## src/rtl/cbu_pkg.sv

```systemverilog
/*
 * Shared types and constants of the conditional branch unit: branch
 * selector codes, the status flag layout, the decode request and the
 * reset values of the unit's registers.
 * Assumes an 8-bit core with a 12-bit word-addressed program counter.
 */
package cbu_pkg;

    // ************************************************************
    // Widths
    // ************************************************************
    localparam int CBU_PC_W = 12;
    localparam int CBU_OFS_W = 7;
    localparam int CBU_EXT_W = CBU_PC_W - CBU_OFS_W;

    // ************************************************************
    // Values after reset and fixed increments
    // ************************************************************
    localparam logic [CBU_PC_W-1:0] CBU_PC_RST = 12'h000;
    localparam logic [CBU_PC_W-1:0] CBU_PC_ONE = 12'h001;
    localparam logic CBU_LOAD_RST = 1'b0;
    localparam logic CBU_DONE_RST = 1'b0;

    // ************************************************************
    // Cycle counts of one branch
    // ************************************************************
    localparam int CBU_CYC_FALL = 1;
    localparam int CBU_CYC_TAKEN = 2;

    // Branch selector driven by instruction decode
    typedef enum logic [2:0] {
        CBU_BR_POSITIVE = 3'h0,
        CBU_BR_SGE = 3'h1,
        CBU_BR_SLT = 3'h2,
        CBU_BR_HC_SET = 3'h3,
        CBU_BR_HC_CLR = 3'h4,
        CBU_BR_TB_SET = 3'h5,
        CBU_BR_TB_CLR = 3'h6,
        CBU_BR_OV_SET = 3'h7
    } cbu_op_t;

    // Status flags, most significant first
    typedef struct packed {
        logic irq_en;
        logic xfer;
        logic half;
        logic sign;
        logic ovf;
        logic neg;
        logic zero;
        logic carry;
    } cbu_flags_t;

    // One decoded branch instruction
    typedef struct packed {
        cbu_op_t op;
        logic [CBU_OFS_W-1:0] offset;
    } cbu_req_t;

    // Sequencer states, Gray along idle -> second cycle -> idle
    typedef enum logic {
        CBU_ST_IDLE = 1'b0,
        CBU_ST_SECOND = 1'b1
    } cbu_state_t;

endpackage

```

## src/rtl/cbu_branch.sv

```systemverilog
/*
 * Conditional relative branch unit: tests one flag or a signed flag
 * combination and, when the test holds, loads pc + offset + 1.
 * Assumes decode holds a request until ready_o, the program counter
 * is stable while a request is offered, and flag writes of the
 * previous instruction arrive on the same clock as flag_wr_i.
 */
// How it works
// - Positive branch taken only while the negative flag is clear.
// - Signed greater-or-equal taken when negative xor overflow is 0.
// - Signed less-than taken when negative xor overflow is 1.
// - Half-carry-set branch taken only while the half carry is 1.
// - Half-carry-clear branch taken only while the half carry is 0.
// - Transfer-bit-set branch taken only when the transfer bit is 1.
// - Transfer-bit-clear branch taken only when the transfer bit is 0.
// - Overflow-set branch taken only when the overflow flag is 1.
// - A taken branch loads the counter with pc plus offset plus one.
// - No flag is written; one cycle falling through, two when taken.
`timescale 1ns/1ps
module cbu_branch (
    input wire logic clk_i,
    input wire logic sys_rst_i,
    input wire logic req_valid_i,
    input wire cbu_pkg::cbu_req_t req_i,
    input wire logic [cbu_pkg::CBU_PC_W-1:0] pc_i,
    input wire cbu_pkg::cbu_flags_t flags_i,
    input wire logic flag_wr_i,
    input wire cbu_pkg::cbu_flags_t flag_wdata_i,
    output logic ready_o,
    output logic pc_load_o,
    output logic [cbu_pkg::CBU_PC_W-1:0] pc_target_o,
    output logic done_o,
    output logic taken_o,
    output logic flag_wr_o
);
    import cbu_pkg::*;

    // ************************************************************
    // Declarations
    // ************************************************************
    cbu_state_t state;
    cbu_state_t next_state;
    cbu_flags_t cur_flags;
    logic cond;
    logic accept;
    logic [CBU_PC_W-1:0] ext_ofs;
    logic [CBU_PC_W-1:0] next_target;

    // ************************************************************
    // Flag view and condition test
    // ************************************************************

    // Forward a flag write of the same cycle; the register file only
    // shows it one edge later, too late for a back-to-back branch.
    // Only the write of the instruction just before is forwarded; an
    // older write must already stand in flags_i.
    assign cur_flags = flag_wr_i ? flag_wdata_i : flags_i;

    // One test per selector; every code is legal, so no default
    always_comb begin
        cond = 1'b0;
        unique case (req_i.op)
            CBU_BR_POSITIVE: cond = ~cur_flags.neg;
            CBU_BR_SGE: cond = ~(cur_flags.neg ^ cur_flags.ovf);
            CBU_BR_SLT: cond = cur_flags.neg ^ cur_flags.ovf;
            CBU_BR_HC_SET: cond = cur_flags.half;
            CBU_BR_HC_CLR: cond = ~cur_flags.half;
            CBU_BR_TB_SET: cond = cur_flags.xfer;
            CBU_BR_TB_CLR: cond = ~cur_flags.xfer;
            CBU_BR_OV_SET: cond = cur_flags.ovf;
        endcase
    end

    // ************************************************************
    // Target arithmetic
    // ************************************************************

    // Offset counts words in two's complement
    assign ext_ofs = {{CBU_EXT_W{req_i.offset[CBU_OFS_W-1]}},
                      req_i.offset};
    // Wraps modulo the counter width, as the program space does
    assign next_target = pc_i + ext_ofs + CBU_PC_ONE;

    // ************************************************************
    // Sequencer
    // ************************************************************

    // Cycle walk of one branch, counted from the accepting edge:
    //   falling through - done_o is high for the next cycle, and a new
    //   request may be accepted at the very next edge;
    //   taken - pc_load_o and the target stand for the next cycle,
    //   ready_o is low for that cycle only, and done_o follows one
    //   cycle later together with ready_o.
    // Decode has no error path: a refused request just waits, so the
    // cost of a taken branch is one stalled decode cycle.

    // Requests are refused during the second cycle of a taken branch
    assign ready_o = (state == CBU_ST_IDLE);
    assign accept = req_valid_i & ready_o;

    // A taken branch spends one extra cycle refilling the fetch
    always_comb begin
        next_state = state;
        unique case (state)
            CBU_ST_IDLE: begin
                if (accept && cond) begin
                    next_state = CBU_ST_SECOND;
                end
            end
            CBU_ST_SECOND: next_state = CBU_ST_IDLE;
        endcase
    end

    // State register
    always_ff @(posedge clk_i or posedge sys_rst_i) begin
        if (sys_rst_i) begin
            state <= CBU_ST_IDLE;
        end else begin
            state <= next_state;
        end
    end

    // Counter load strobe, one cycle after a taken acceptance
    always_ff @(posedge clk_i or posedge sys_rst_i) begin
        if (sys_rst_i) begin
            pc_load_o <= CBU_LOAD_RST;
        end else begin
            pc_load_o <= accept & cond;
        end
    end

    // Target register; it keeps the last taken target, since only the
    // strobe tells the counter to load it
    always_ff @(posedge clk_i or posedge sys_rst_i) begin
        if (sys_rst_i) begin
            pc_target_o <= CBU_PC_RST;
        end else if (accept && cond) begin
            pc_target_o <= next_target;
        end
    end

    // Completion: end of cycle one when falling through, two if taken
    always_ff @(posedge clk_i or posedge sys_rst_i) begin
        if (sys_rst_i) begin
            done_o <= CBU_DONE_RST;
        end else begin
            done_o <= (accept & ~cond) | (state == CBU_ST_SECOND);
        end
    end

    // Outcome of the last accepted branch, held until the next one
    always_ff @(posedge clk_i or posedge sys_rst_i) begin
        if (sys_rst_i) begin
            taken_o <= CBU_LOAD_RST;
        end else if (accept) begin
            taken_o <= cond;
        end
    end

    // Branches never touch the status flags
    assign flag_wr_o = 1'b0;

    // Checks sleep while reset is high; the helper copies restart from
    // constants so no stale decision is judged after a mid-run reset

    // Helper: copies of what the accepting edge saw, so a decision
    // shown one cycle later is judged against the request, flags and
    // counter that produced it
    logic acc_q;
    cbu_op_t op_q;
    cbu_flags_t fl_q;
    logic [CBU_PC_W-1:0] pc_q;
    logic [CBU_OFS_W-1:0] ofs_q;
    always_ff @(posedge clk_i or posedge sys_rst_i) begin
        if (sys_rst_i) begin
            acc_q <= 1'b0;
            op_q <= CBU_BR_POSITIVE;
            fl_q <= '0;
            pc_q <= CBU_PC_RST;
            ofs_q <= '0;
        end else begin
            acc_q <= accept;
            op_q <= req_i.op;
            fl_q <= cur_flags;
            pc_q <= pc_i;
            ofs_q <= req_i.offset;
        end
    end
endmodule

```

## config.mk

```make
export PLATFORM = sky130hd
export DESIGN_NAME = cbu_branch
export DESIGN_NICKNAME = d
export VERILOG_FILES = /design/src/rtl/cbu_pkg.sv /design/src/rtl/cbu_branch.sv
export SDC_FILE = /design/constraint.sdc
export NUM_CORES = 1
export LEC_CHECK = 0
export ABC_CLOCK_PERIOD_IN_PS = 3500
export BUFFER_PORTS_ARGS = -buffer_cell sky130_fd_sc_hd__buf_2
export CAP_MARGIN = 30
export CORE_MARGIN = 3
export CORE_UTILIZATION = 51
export DETAILED_ROUTE_END_ITERATION = 16
export HOLD_SLACK_MARGIN = 0.12
export PLACE_DENSITY = 0.86
export RECOVER_POWER = 50
export SYNTH_ARGS = -nofsm -noshare
export SYNTH_HDL_FRONTEND = slang
export SYNTH_SLANG_ARGS = --single-unit
```

## constraint.sdc

```tcl
create_clock -name clk_i -period 3.5 [get_ports clk_i]
set_input_delay 0.35 -clock clk_i [delete_from_list [all_inputs] [get_ports clk_i]]
set_output_delay 0.35 -clock clk_i [all_outputs]
set_load 0.02 [all_outputs]
```

==> results of run 1 <==
## placed cells by master (no fill, tap or decap), types with 2 or more instances in the layout
cell and count:
mux2i_1 4, nor2_1 10, nand3_1 3, nor2b_1 3
buf_2 41, xor2_1 4, o41ai_1 2, mux2_2 5
a21oi_1 6, nor3_1 6, xnor2_1 8, nand2_1 5
ha_1 11, clkbuf_1 8, dfrtp_1 16, o21ai_0 8
mux2_4 6, o21a_1 3, clkbuf_4 3, inv_1 11
## metrics by stage
| stage | util | hold slack [ns] | total power, mW | worst slack (ns) | instance area, sq um |
|---|---|---|---|---|---|
| finish | 0.683 | 0.108 | 0.795 | 0.900 | 1600 |
| global route | 0.683 | 0.154 | 0.847 | 0.707 | 1600 |
| CTS | 0.687 | 0.130 | 0.809 | 0.927 | 1610 |
| detailed placement | 0.672 | 0.443 | 0.685 | 0.627 | 1570 |
| global placement | 0.672 | 0.422 | 0.668 | 0.706 | 1570 |
| floorplan | - | 0.264 | 0.557 | 1.04 | 1320 |
## Yosys cell counts, types with 2 or more instances
cell      n  share of area
a21oi_1   6          0.023
buf_6     2          0.017
dfrtp_1  16           0.30
ha_1     11           0.10
inv_1    11          0.031
mux2_2    5          0.043
mux2_4    6          0.068
mux2i_1   4          0.030
nand2_1   5          0.014
nand3_1   3          0.011
nor2_1   10          0.028
nor2b_1   3          0.014
nor3_1    6          0.023
o21a_1    3          0.017
o21ai_0   8          0.030
o41ai_1   2          0.013
xnor2_1   8          0.053
xor2_1    4          0.027
## metal layers
| layer | up-vias | track usage | share of wire |
|---|---|---|---|
| met5 | - | 0 | 0 |
| met4 | 0 | 0.0629 | 0.022 |
| met3 | 8 | 0.0345 | 0.050 |
| met2 | 38 | 0.359 | 0.53 |
| met1 | 539 | 0.204 | 0.40 |
| li1 | 569 | - | - |
## critical path: stages
cell and delay (ns):
buf_2 0.09, inv_1 0.05, ha_1 0.16, inv_1 0.05
fa_1 0.40, a21oi_1 0.20, o211ai_1 0.16, o41ai_1 0.61
nor3_1 0.11, a311o_1 0.33, mux2_2 0.26
## final cells by class
type	instances	area (sq um)	area share
well taps	28	35.0	0.0219
multi-input cells	100	850	0.532
inverters	11	41.3	0.0258
repair buffers	49	235	0.147
flip-flops and latches	16	400	0.251
clock buffers	4	36.3	0.0227
## where the power goes
| part | total (mW) | switching, mW | internal (mW) |
|---|---|---|---|
| combinational | 0.386 | 0.218 | 0.169 |
| sequential | 0.288 | 0.0371 | 0.251 |
| clock | 0.121 | 0.0574 | 0.0633 |
## logic make-up (layout without fill, tap and decap cells)
group,after synthesis,count (layout),synth area share
simple gates,32,32,0.126
compound gates,26,26,0.137
buf+inv,14,64,0.0540
xor+xnor,12,12,0.0795
other cells,1,1,0.00284
fa+ha+maj,12,12,0.119
mux,17,17,0.178
flops,16,16,0.303
## final timing paths
kind / start / to / slack, ns
hold reg to reg: pc_target_o[8]$_DFFE_PP0P_ / pc_target_o[8]$_DFFE_PP0P_ / 0.52
max in group asynchronous: sys_rst_i / pc_target_o[10]$_DFFE_PP0P_ / 3.01
setup reg to reg: state$_DFF_PP0_ / pc_target_o[3]$_DFFE_PP0P_ / 2.27
setup / recovery: req_i[0] / pc_target_o[10]$_DFFE_PP0P_ / 0.90
min in group clk_i: req_valid_i / done_o$_DFF_PP0_ / 0.38
hold / removal: sys_rst_i / pc_target_o[0]$_DFFE_PP0P_ / 0.11
## registers in the layout, summed over array words and instances, names as in the netlist
name,count
state,1
pc_load_o,1
taken_o,1
pc_target_o,12
done_o,1
==> impl_metrics.tcl, run 1 <==
set metrics [dict create \
    status "completed" \
    synth_edf_count 0 \
    die_w_um 56.9 \
    syn-instance-count 130 \
    crit_type "primary input to flop" \
    endpoint_kind "flop" \
    rsz0062_at_grt "no" \
    initial_core_util 0.565 \
    async_reset_ff_frac 1.00 \
    root_buffer "clkbuf_4" \
    seq_area_frac_synth 0.303 \
    total_leakage_power_nw 0.798 \
    finalCritPeriodShare 0.743 \
    antenna_found_initial 0 \
    dominantRegCellSynth "dfrtp_1" \
    gr-total-overflow 0 \
    post_cts_buffers 0 \
    cts_resized 0 \
    ant_nets 0 \
    fmax_ghz 0.385 \
    first_iter_violations 27 \
    clock_path_buffers 2 \
    ir_worst_vdd_v 0.000370 \
    antenna_cells 0 \
    cts.sinks 16 \
    area_growth_pct 20.9 \
    cp_data_arrival_time_ns 2.77 \
    fin_nets 235 \
    clock_latency_ns 0.28 \
    grt_pass1_wl_mm 4.89 \
    worstSetupStartpointType "primary input" \
    slew_viol_final 0 \
    gp_congestion 0.888 \
    numCtsBuffers 3 \
    path_max_fanout 3 \
    n_fill_cell 193 \
    clk_pin_slew_ns 0.10 \
    dpl.cell_count 204 \
    hold_buffers 0 \
    dr.pass1.iters 4 \
    port_buffers 49 \
    hold_viol 0 \
    relSlewSlack 0.523 \
    finalSetupViolations 0 \
    grt_usage 0.188 \
    die_area_sq_um 3240 \
    final_layout_size_suffix_gt1_frac 0.333 \
    io_pins 59 \
    grt_pass1_vias 1146 \
    synthDistinctLibCells 35 \
    vias_per_cell 5.55 \
    ys_ff_latch 16 \
    vias 1154 \
    instances_no_fill 208 \
    yosysWarnings 0 \
    die_y_um 56.9 \
    hold_path_class "primary input to asynchronous set/reset pin" \
    htreeDepth 1 \
    r2r_cells 3 \
    routed_wl_mm 3.00 \
    syn_avg_cell_area_sq_um 10.2 \
    min_period_ns 2.60 \
    cts_tree "done" \
    worst_slew_pin_slew_ns 0.707 \
    drc 0 \
    p_per_area_nw_per_um2 498 \
    dp_hpwl_mm 2.50 \
    row_count 17 \
    synth_nets 184 \
    coreArea_sq_um 2340 \
    crit_required_ns 3.67 \
    synth_area_sq_um 1320 \
    grt_max_degree 17 \
    fin_setup_tns_ns 0 \
    finClkSkew_ns 0.00623 \
    maxCapViolations 0 \
    wire_per_inst_um 14.4 \
]
No activity file was read; power rests on OpenSTA's default activity.
==> run 2, diff against run 1 <==
--- a/config.mk
+++ b/config.mk
@@ -5,14 +5,14 @@
 export SDC_FILE = /design/constraint.sdc
 export NUM_CORES = 1
 export LEC_CHECK = 0
-export ABC_CLOCK_PERIOD_IN_PS = 3500
+export ABC_CLOCK_PERIOD_IN_PS = 2300
 export BUFFER_PORTS_ARGS = -buffer_cell sky130_fd_sc_hd__buf_2
 export CAP_MARGIN = 30
 export CORE_MARGIN = 3
-export CORE_UTILIZATION = 51
+export CORE_UTILIZATION = 42
 export DETAILED_ROUTE_END_ITERATION = 16
 export HOLD_SLACK_MARGIN = 0.12
-export PLACE_DENSITY = 0.86
+export PLACE_DENSITY = 0.75
 export RECOVER_POWER = 50
 export SYNTH_ARGS = -nofsm -noshare
 export SYNTH_HDL_FRONTEND = slang
==> constraint.sdc (replaced) <==
create_clock -name clk_i -period 2.3 [get_ports clk_i]
set_input_delay 0.23 -clock clk_i [delete_from_list [all_inputs] [get_ports clk_i]]
set_output_delay 0.23 -clock clk_i [all_outputs]
set_load 0.02 [all_outputs]
==> run 2 against run 1 <==
Wire length fell by 0.67%. Clock power rose by 57%. Critical path depth did not move. Global-route usage fell by 2.1 points. Power rose by 54%. Setup slack got worse by 0.69 ns. Sequential share of layout area fell by 0.87 points. Largest cell class unchanged. Largest power group unchanged.
==> impl_metrics.tcl, run 2 (synthesis results as in run 1) <==
set metrics [dict create \
    vias 1202 \
    row_count 19 \
    dpl.cell_count 221 \
    first_iter_violations 98 \
    layout_commonest_cell "buf_2" \
    root_buffer "clkbuf_4" \
    ir_worst_vdd_v 0.000500 \
    finalSetupViolations 0 \
    cts.sinks 16 \
    final_cell_mix "buf_2 (41), dfrtp_1 (16), inv_1 (11), ha_1 (11), nor2_1 (10)" \
    p_per_area_nw_per_um2 739 \
    total_leakage_power_nw 0.821 \
    vias_per_cell 5.32 \
    cts_tree "done" \
    largest_reg_flops 12 \
    gp_congestion 0.856 \
    grt_max_degree 17 \
    cp_data_arrival_time_ns 2.26 \
    multi_input_area_sq_um 857 \
    place_area_sq_um 1620 \
    final_area_sq_um 1660 \
    worst_slew_pin_slew_ns 0.613 \
    finClkSkew_ns 0.0123 \
    grt_usage 0.167 \
    use_met3 0.0269 \
    globalRoute.busiestLayer "met2" \
    dr.pass1.iters 4 \
    n_fill_cell 268 \
    coreArea_sq_um 2880 \
    crit_required_ns 2.47 \
    gr-total-overflow 0 \
    endpoint_kind "flop" \
    seqCellArea_sq_um 400 \
    hold_viol 0 \
    min_period_ns 2.09 \
    die_y_um 62.1 \
    gr-usage-met1 0.205 \
    rsz0062_at_grt "no" \
    port_buffers 49 \
    relSlewSlack 0.591 \
    dp_hpwl_mm 2.49 \
    area_growth_pct 25.3 \
    die_w_um 62.1 \
    ant_nets 0 \
    antenna_cells 0 \
    numCtsBuffers 3 \
    final_layout_size_suffix_gt1_frac 0.348 \
    antenna_found_initial 0 \
    htreeDepth 1 \
    fin_nets 239 \
    clk_pin_slew_ns 0.11 \
    worstSetupStartpointType "primary input" \
    path_max_fanout 2 \
    clock_latency_ns 0.29 \
    wire_per_inst_um 13.2 \
    fmax_ghz 0.479 \
    initial_core_util 0.459 \
    maxCapViolations 0 \
    crit_type "primary input to flop" \
    slew_viol_final 0 \
    use_met2 0.306 \
    finalCritPeriodShare 0.907 \
    drc 0 \
    routed_wl_mm 2.98 \
    hold_path_class "primary input to flop" \
    io_pins 59 \
    post_cts_buffers 0 \
    clock_path_buffers 2 \
    whs_ns 0.241 \
    top_register "pc_target_o" \
    status "completed" \
    die_area_sq_um 3860 \
    grt_pass1_wl_mm 4.89 \
    grt_pass1_vias 1166 \
    finalPower_mw 1.22 \
    instances_no_fill 226 \
    final_core_util 0.575 \
]
==> run 2: final timing paths <==
check,slack [ns],end,start,depth (start not counted)
max in group asynchronous,1.35,pc_target_o[10]$_DFFE_PP0P_,sys_rst_i,3
min reg2reg,0.52,pc_target_o[9]$_DFFE_PP0P_,pc_target_o[9]$_DFFE_PP0P_,1
max reg2reg,1.08,pc_target_o[1]$_DFFE_PP0P_,state$_DFF_PP0_,3
min,0.24,done_o$_DFF_PP0_,req_valid_i,3
max,0.21,pc_target_o[10]$_DFFE_PP0P_,req_i[0],11
min in group asynchronous,0.54,pc_target_o[2]$_DFFE_PP0P_,sys_rst_i,3
==> run 2: cell type report <==
cell class | count | area share
clock buffers | 4 | 0.0219
inverters | 11 | 0.0249
multi-input cells | 100 | 0.518
flip-flops and latches | 16 | 0.242
well taps | 42 | 0.0317
repair buffers | 53 | 0.162
==> run 2: metrics by stage <==
stage	setup TNS [ns]	worst slack (ns)
final	0	0.214
after global routing	0	0.0692
after CTS	0	0.226
after detailed placement	-0.0614	-0.0614
after global placement	-0.0321	-0.0321
after floorplan	0	0.0873
==> run 2: routing by layer <==
metal  vias up  share of wire
li1        576              -
met2        34           0.53
met1       590           0.41
met4         0         0.0064
met3         2          0.047
met5         -              0
==> run 2: worst max-delay path, cell delays in order <==
cell and delay (ns):
buf_2 0.09, inv_1 0.04, ha_1 0.16, inv_1 0.05, fa_1 0.39, a21oi_1 0.20
o211ai_1 0.16, o41ai_2 0.29, nor3_1 0.08, a311o_1 0.32, mux2_2 0.26
==> run 2: timing repair <==
item,4_1_cts,5_1_grt
resized for setup,0,0
setup endpoints to repair,0,0
endpoints found under the hold margin,16,0
hold buffers,1,0
==> run 2: power breakdown <==
| group | leakage, nW | internal (mW) | total [mW] | switching [mW] |
|---|---|---|---|---|
| Clock | 0.0210 | 0.0962 | 0.190 | 0.0935 |
| Sequential | 0.191 | 0.382 | 0.441 | 0.0591 |
| Combinational | 0.608 | 0.265 | 0.592 | 0.328 |
